--- config.mk ---
export PLATFORM = sky130hd
export DESIGN_NAME = two_wire_control_write_port
export DESIGN_NICKNAME = d
export VERILOG_FILES = /design/src/twc_pkg.sv /design/src/two_wire_control_write_port.sv
export SDC_FILE = /design/constraint.sdc
export NUM_CORES = 1
export LEC_CHECK = 0
export ABC_AREA = 1
export BUFFER_PORTS_ARGS = -buffer_cell sky130_fd_sc_hd__buf_2
export CAP_MARGIN = 0
export CORE_MARGIN = 8
export CORE_UTILIZATION = 50
export CTS_CLUSTER_DIAMETER = 200
export DETAILED_ROUTE_END_ITERATION = 12
export PLACE_DENSITY = 0.82
export SLEW_MARGIN = 20
export SYNTH_ARGS = -nofsm -noshare
export SYNTH_HDL_FRONTEND = slang
export SYNTH_SLANG_ARGS = --single-unit
--- constraint.sdc ---
create_clock -name ref_clk -period 1.42 [get_ports ref_clk]
set_input_delay 0.284 -clock ref_clk [delete_from_list [all_inputs] [get_ports ref_clk]]
set_output_delay 0.284 -clock ref_clk [all_outputs]
set_load 0.005 [all_outputs]
--- src/twc_pkg.sv ---
package twc_pkg;
    // Frame layout
    localparam int ADDR_BITS = 3;
    localparam int DATA_BITS = 8;
    localparam int SHIFT_BITS = ADDR_BITS + DATA_BITS;
    localparam int SEL_LINES = 8;
    localparam logic [3:0] BIT_COUNT_W = 4'hb;
    // Register addresses
    localparam logic [2:0] BANDWIDTH_SELECT_ADDR = 3'h4;
    localparam logic [2:0] AMPLITUDE_THRESHOLD_ADDR = 3'h5;
    // Field positions
    localparam int BW_MSB = 7;
    localparam int BW_LSB = 4;
    localparam int AMP_MSB = 7;
    localparam int AMP_LSB = 6;
    localparam int THR_MSB = 5;
    localparam int THR_LSB = 0;
    // Reset values, no documented value
    localparam logic [7:0] BANDWIDTH_SELECT_RST = 8'h00;
    localparam logic [7:0] AMPLITUDE_THRESHOLD_RST = 8'h00;
    // Decode of select lines
    localparam logic [7:0] SEL_ONE = 8'h01;
endpackage

--- src/two_wire_control_write_port.sv ---
`timescale 1ns/1ps
module two_wire_control_write_port (
    input wire logic ref_clk,
    input wire logic rst_n,
    input wire logic serial_clock,
    input wire logic serial_data,
    input wire logic amplitude_meets_threshold,
    output logic [3:0] bandwidth_code,
    output logic [1:0] amplitude_code,
    output logic [5:0] threshold_resistor_code,
    output logic signal_present_out,
    output logic signal_lost_out,
    output logic signal_lost_out_oe,
    output logic frame_active,
    output logic [7:0] register_select
);

    ////////////////////////////////////////////////////////////////////////////
    // Input synchronisers

    logic scl_m_q, scl_s_q, scl_p_q;
    logic sda_m_q, sda_s_q, sda_p_q;
    logic amp_m_q, amp_s_q;

    always_ff @(posedge ref_clk or negedge rst_n) begin
        if (!rst_n) begin
            scl_m_q <= 1'b1;
            scl_s_q <= 1'b1;
            scl_p_q <= 1'b1;
            sda_m_q <= 1'b1;
            sda_s_q <= 1'b1;
            sda_p_q <= 1'b1;
            amp_m_q <= 1'b0;
            amp_s_q <= 1'b0;
        end else begin
            scl_m_q <= serial_clock;
            scl_s_q <= scl_m_q;
            scl_p_q <= scl_s_q;
            sda_m_q <= serial_data;
            sda_s_q <= sda_m_q;
            sda_p_q <= sda_s_q;
            amp_m_q <= amplitude_meets_threshold;
            amp_s_q <= amp_m_q;
        end
    end

    ////////////////////////////////////////////////////////////////////////////
    // Condition detection

    wire scl_rise = scl_s_q && !scl_p_q;
    wire start_seen = scl_s_q && scl_p_q && sda_p_q && !sda_s_q;
    // Clock rose low to high earlier in this high phase, then data rises
    wire stop_seen = scl_s_q && scl_p_q && !sda_p_q && sda_s_q;

    ////////////////////////////////////////////////////////////////////////////
    // Frame state machine

    typedef enum logic [1:0] {
        IDLE = 2'b01,
        COLLECT = 2'b10
    } frame_state_e;

    frame_state_e state_q, state_d;
    logic [twc_pkg::SHIFT_BITS-1:0] shift_q, shift_d;
    logic [3:0] count_q, count_d;

    wire frame_full = (count_q == twc_pkg::BIT_COUNT_W);
    wire commit = (state_q == COLLECT) && stop_seen && frame_full;

    always_comb begin
        state_d = state_q;
        shift_d = shift_q;
        count_d = count_q;
        case (state_q)
            IDLE: begin
                if (start_seen) begin
                    state_d = COLLECT;
                    count_d = 4'h0;
                end
            end
            COLLECT: begin
                if (start_seen) begin
                    count_d = 4'h0;
                end else if (stop_seen) begin
                    state_d = IDLE;
                end else if (scl_rise && !frame_full) begin
                    // Msb first, bit taken while clock high
                    shift_d = {shift_q[twc_pkg::SHIFT_BITS-2:0], sda_s_q};
                    count_d = count_q + 4'h1;
                end
            end
            default: begin
                state_d = IDLE;
            end
        endcase
    end

    always_ff @(posedge ref_clk or negedge rst_n) begin
        if (!rst_n) begin
            state_q <= IDLE;
            shift_q <= '0;
            count_q <= 4'h0;
        end else begin
            state_q <= state_d;
            shift_q <= shift_d;
            count_q <= count_d;
        end
    end

    ////////////////////////////////////////////////////////////////////////////
    // Address decode and register load

    wire [2:0] addr_field = shift_q[twc_pkg::SHIFT_BITS-1:twc_pkg::DATA_BITS];
    wire [7:0] data_field = shift_q[twc_pkg::DATA_BITS-1:0];
    wire [7:0] sel_lines = twc_pkg::SEL_ONE << addr_field;
    wire load_bw = commit && sel_lines[twc_pkg::BANDWIDTH_SELECT_ADDR];
    wire load_at = commit && sel_lines[twc_pkg::AMPLITUDE_THRESHOLD_ADDR];

    logic [7:0] bandwidth_select_q;
    logic [7:0] amplitude_and_threshold_select_q;
    logic [7:0] select_q;

    // Other select lines load nothing
    always_ff @(posedge ref_clk or negedge rst_n) begin
        if (!rst_n) begin
            bandwidth_select_q <= twc_pkg::BANDWIDTH_SELECT_RST;
            amplitude_and_threshold_select_q <= twc_pkg::AMPLITUDE_THRESHOLD_RST;
            select_q <= 8'h00;
        end else begin
            if (load_bw) begin
                bandwidth_select_q <= data_field;
            end
            if (load_at) begin
                amplitude_and_threshold_select_q <= data_field;
            end
            if (commit) begin
                select_q <= sel_lines;
            end
        end
    end

    ////////////////////////////////////////////////////////////////////////////
    // Control outputs and signal detect

    logic present_q;

    always_ff @(posedge ref_clk or negedge rst_n) begin
        if (!rst_n) begin
            present_q <= 1'b0;
        end else begin
            present_q <= amp_s_q;
        end
    end

    // Code 0 widest bandwidth, code 15 narrowest
    assign bandwidth_code = bandwidth_select_q[twc_pkg::BW_MSB:twc_pkg::BW_LSB];
    assign amplitude_code =
        amplitude_and_threshold_select_q[twc_pkg::AMP_MSB:twc_pkg::AMP_LSB];
    // Bit high closes its shunt, so larger code means lower resistance
    assign threshold_resistor_code =
        amplitude_and_threshold_select_q[twc_pkg::THR_MSB:twc_pkg::THR_LSB];
    assign signal_present_out = present_q;
    // Open-drain: drive low only while signal present, pullup gives high
    assign signal_lost_out = 1'b0;
    assign signal_lost_out_oe = present_q;
    assign frame_active = (state_q == COLLECT);
    assign register_select = select_q;
endmodule // two_wire_control_write_port

== After elaboration in Yosys (flattened, before gate mapping) ==
Index checks and enable logic that the tools add are counted.
Widths: inputs -> output; s select.

* $mul: 0
* Eq/ne operators: 8
* Reduce and logical (&&, ||, !) cells: 19
* Shift operators: 1
* Add/sub/neg operators: 1
* Order comparisons: 0
* Mux-type cells: 9
* Div/mod/pow operators: 0
* Bitwise gates (word level): 2

{| class="wikitable"
|+ Operator list
! kind !! number
|-
| $mux 4 || 4
|-
| $logic_and 1x1->1 || 11
|-
| $pmux 4 s2 || 1
|-
| $reduce_and 4->1 || 2
|-
| $shl 1x3->8 const A || 1
|-
| $mux 2 || 3
|-
| $add 4x1->4 const B || 1
|-
| $eq 4x4->1 const B || 1
|-
| $logic_not 1->1 || 4
|-
| $ne 2x2->1 const B || 2
|-
| $pmux 2 s2 || 1
|-
| $ne 3x1->1 const B || 1
|-
| $ne 3x3->1 const B || 1
|-
| $reduce_and 3->1 || 1
|-
| $eq 2x1->1 const B || 1
|-
| $eq 2x2->1 const B || 1
|-
| $ne 2x1->1 const B || 1
|-
| $not 1->1 || 2
|-
| $reduce_bool 2->1 || 1
|}

* Memories: 0
* Bits in read-only memories: 0
* Output and inout port bits: 24
* Bits in latches: 0
* Input bits: 5
* Word-level logic and storage cells: 55
* Bits in registers: 50
* Bits in writable memories: 0

== Longest topological paths before layout ==
* Depth in word-level cells: 7
* Gate-level depth with buffers: 8
* Gate-level depth less buffers: 7

== Worst setup path after synthesis ==
OpenSTA, ideal clock, no wires.

* Path type: register -> register
* Start: register scl_s_q
* End: register select_q[7], in the netlist register_select[7]
* Arrival: 1.285 ns
* Buffers on the path: 1
* Period minus slack after synthesis: 1.403 ns
* Required time: 1.302 ns
* Setup slack: 0.017 ns
* Stages on the path, launching flop included: 7
* Setup time: 0.118 ns
* Path through: dfstp_2 > nand4_1 > nor2_4 > nand2_1 > buf_4 > nand2_1 > o21ai_2

* Longest elaborated chain between the ends: 5

{| class="wikitable"
|+ Ends and longest elaborated chain
! element !! line !! text
|-
| start, declared || two_wire_control_write_port.sv:21 || <nowiki>logic scl_m_q, scl_s_q, scl_p_q;</nowiki>
|-
| start signal, assigned || two_wire_control_write_port.sv:37 || <nowiki>scl_s_q <= scl_m_q;</nowiki>
|-
| $logic_and 1x1->1 (3 in a row) || two_wire_control_write_port.sv:53 || <nowiki>wire stop_seen = scl_s_q && scl_p_q && !sda_p_q && sda_s_q;</nowiki>
|-
| $logic_and 1x1->1 (2 in a row) || two_wire_control_write_port.sv:68 || <nowiki>wire commit = (state_q == COLLECT) && stop_seen && frame_full;</nowiki>
|-
| end signal, assigned || two_wire_control_write_port.sv:137 || <nowiki>select_q <= sel_lines;</nowiki>
|-
| end, declared || two_wire_control_write_port.sv:121 || <nowiki>logic [7:0] select_q;</nowiki>
|}

No other way between the ends.
A chain may end at the register's enable or synchronous reset.

== Worst setup path after layout ==
* Start: register scl_p_q
* End: register amplitude_and_threshold_select_q[0]

* Longest elaborated chain between the ends: 6

{| class="wikitable"
|+ Ends and longest elaborated chain
! element !! line !! text
|-
| start, declared || two_wire_control_write_port.sv:21 ||
|-
| start signal, assigned || two_wire_control_write_port.sv:38 || <nowiki>scl_p_q <= scl_s_q;</nowiki>
|-
| $logic_and 1x1->1 (3 in a row) || two_wire_control_write_port.sv:53 ||
|-
| $logic_and 1x1->1 (2 in a row) || two_wire_control_write_port.sv:68 ||
|-
| $logic_and 1x1->1 || two_wire_control_write_port.sv:117 || <nowiki>wire load_at = commit && sel_lines[twc_pkg::AMPLITUDE_THRESHOLD_ADDR];</nowiki>
|-
| end signal, assigned || two_wire_control_write_port.sv:127 || <nowiki>amplitude_and_threshold_select_q <= twc_pkg::AMPLITUDE_THRESHOLD_RST;</nowiki>
|-
| end signal, assigned || two_wire_control_write_port.sv:134 || <nowiki>amplitude_and_threshold_select_q <= data_field;</nowiki>
|-
| end, declared || two_wire_control_write_port.sv:120 || <nowiki>logic [7:0] amplitude_and_threshold_select_q;</nowiki>
|}

No other way between the ends.

==> metrics.csv <==
metric;value;unit
cts.sinks;46;
power;2.42;mW
avgViaCountPerCell;5.33;
io_pins;29;
ant_nets;0;
cp_top_family;simple AND/OR/NAND/NOR gates;
crit_chain;nand4_1 > nor2_4 > buf_12 > nand3_4 > nand2_1 > nand2_1;
critPathMaxStageDelay;0.54;ns
grt_pass1_vias;1593;
chipWidth;78.0;µm
setup_violations;0;
num_rows;22;
port_buffers;27;
fin_skew;0.00936;ns
clockBufferDepth;2;
synth_cell_types;22;
grt.busiest_layer;met2;
syn_to_final_growth;30.8;%
whs;0.0711;ns
hold_violations;0;
gp_congestion;0.802;
hpwlAfterDp;2890;µm
use_met1;16.1;%
worstSetupPathType;reg -> reg;
initial_core_util;52.1;%
grtUsageMet3;4.95;%
finish.utilization;68.1;%
cts_buffers;5;
htree_levels;2;
antenna_found_initial;0;
power_leakage;1.34;nW
path_buf_inv;1;
status;complete, no violations;
wl_per_cell;14.9;µm
die-area;6080;µm²
power_density;963;nW/µm²
insertion_delay;0.30;ns
drt_pass1_iterations;4;
clk_pin_slew;0.08;ns
cts_tree;built;
grt_max_degree;23;
critical_path_arrival;1.58;ns
min_path_type;in -> reg;
synth_seq_area_share;60.4;%
drc_errors;0;
maxCapViolCount;0;
overflow;0;
yosysWarnings;0;
fin_area;2510;µm²
drive_above_1_share;40.1;%
final_nets;257;
clock.fmax;720;MHz
multi_input_area;741;µm²
placed_area;2230;µm²
layout_worst_path_cycle_share;97.8;%
crit_slowest_cell;dfstp_2;
syn_area_per_cell;9.61;µm²
cp-start-kind;flip-flop;
fill_cells;281;
antenna_cells;0;
synth-seq-cells;46;
routed_wl;4460;µm
rsz0062_at_grt;true;
regArea;1160;µm²
gr-usage-met2;24.8;%
path_common_cell;nand2_1;
cts_root_buf;clkbuf_8;
critPathMaxFanout;6;
drt_iter0_drc;124;
postSynthNetCount;206;
syn_inst;200;
core;3690;µm²
drv_slew;0;
die_y;78.0;µm
grt_pass1_wl;7170;µm
cp-end-kind;flip-flop;
min_period;1.39;ns
vias;1599;
track_usage;14.7;%
synthesis.area;1920;µm²
reg2reg_slack;0.03;ns
ir_drop;0.693;mV
cp.required;1.61;ns
==> report_power, final <==
part	switching (mW)	total [mW]	internal, mW
registers	0.00711	1.34	1.33
logic	0.0526	0.0836	0.0310
clock network	0.424	0.997	0.574
total	0.483	2.42	1.94
==> cells by family (layout without fill, tap and decap cells) <==
family / after synthesis / in the layout / synth area share, %
simple gates: 113 / 114 / 27.6
compound gates: 17 / 17 / 5.60
buf+inv: 21 / 72 / 5.14
flops: 46 / 46 / 60.4
fa+ha+maj: 1 / 1 / 0.651
xor+xnor: 1 / 1 / 0.456
other cells: 1 / 1 / 0.195
==> cell usage after synthesis <==
cell type,n,area [µm²]
nand2_1,71,267
o21ai_2,6,52.6
dfstp_2,7,184
nand3_4,1,17.5
nand3_1,14,70.1
nor3_2,1,10.0
nor2_4,1,11.3
inv_2,2,7.51
inv_1,11,41.3
o21ai_0,11,55.1
nor2_1,6,22.5
xor2_1,1,8.76
nand3_2,1,10.0
buf_2,4,20.0
buf_4,4,30.0
nor2_2,1,6.26
ha_1,1,12.5
nand2_2,2,12.5
nor3_4,1,16.3
conb_1,1,3.75
nand4_1,14,87.6
dfrtp_1,39,976
==> worst register-to-register path, stage by stage (launching register included) <==
cell	delay, ns
dfstp_2	0.54
nand4_1	0.18
nor2_4	0.19
buf_12	0.14
nand3_4	0.09
nand2_1	0.08
nand2_1	0.06
==> cell usage in the layout (no fill, tap or decap) <==
cell type / count
conb_1: 1
nand3_4: 2
clkbuf_1: 1
nand3_2: 2
dfrtp_1: 39
clkbuf_8: 6
nand3_1: 13
buf_12: 4
xor2_1: 1
nor2_1: 5
nand4_1: 14
nand2_4: 2
dlygate4sd3_1: 1
o21ai_0: 10
inv_1: 8
o21ai_2: 6
nand2_1: 57
inv_2: 4
nor3_4: 1
ha_2: 1
o21ai_1: 1
bufinv_16: 1
buf_2: 26
buf_6: 4
nor2_4: 2
nor3_2: 1
inv_4: 1
nand2_2: 14
nor2_2: 1
dfstp_2: 7
buf_4: 16
==> worst paths after layout <==
kind	from	endpoint	depth (start not counted)
worst max-delay path	scl_p_q	amplitude_and_threshold_select_q[0]	6
worst min-delay path	serial_clock	scl_m_q	1
worst max register to register	scl_p_q	amplitude_and_threshold_select_q[0]	6
worst min register to register	amp_s_q	signal_lost_out_oe	0
max in group asynchronous	rst_n	count_q[2]	3
min in group asynchronous	rst_n	state_q[1]	2
==> layout make-up <==
cell class                 instances  area share (%)
clock buffer                       7            3.43
timing repair buffer              51            15.3
multi-input combinational        134            29.5
sequential                        46            46.1
clock inverter                     1            1.19
tap                               48            2.39
inverter                          13            2.04
==> stage by stage <==
step / TNS [ns] / instances / worst slack, ns
2_1_floorplan: 0 / 200 / 0.0173
3_3_place_gp: 0 / 282 / 0.0731
3_5_place_dp: -0.00603 / 282 / -0.00603
4_1_cts: -0.0116 / 296 / -0.0116
5_1_grt: -0.461 / 300 / -0.0423
6_report: 0 / 300 / 0.0314
==> state kept, by name, summed over array words and instances (netlist names), 2 cells and up <==
signal                            cells
state_q                               2
register_select                       8
shift_q                              11
count_q                               4
amplitude_and_threshold_select_q      8
bandwidth_select_q                    4
==> metal layers <==
metal / wire [µm] / vias to the layer above
li1: - / 750
met2: 2330 / 46
met5: 0 / -
met4: 88 / 0
met3: 246 / 9
met1: 1800 / 794
==> repair_timing <==
item,4_1_cts,5_1_grt
cloned,0,1
hold buffers,1,0
pin swaps,3,7
endpoints found under the setup margin,6,36
hold endpoints to repair,8,0
resized for setup,4,26
buffers inserted,5,3
(Power assumes the default switching activity.)
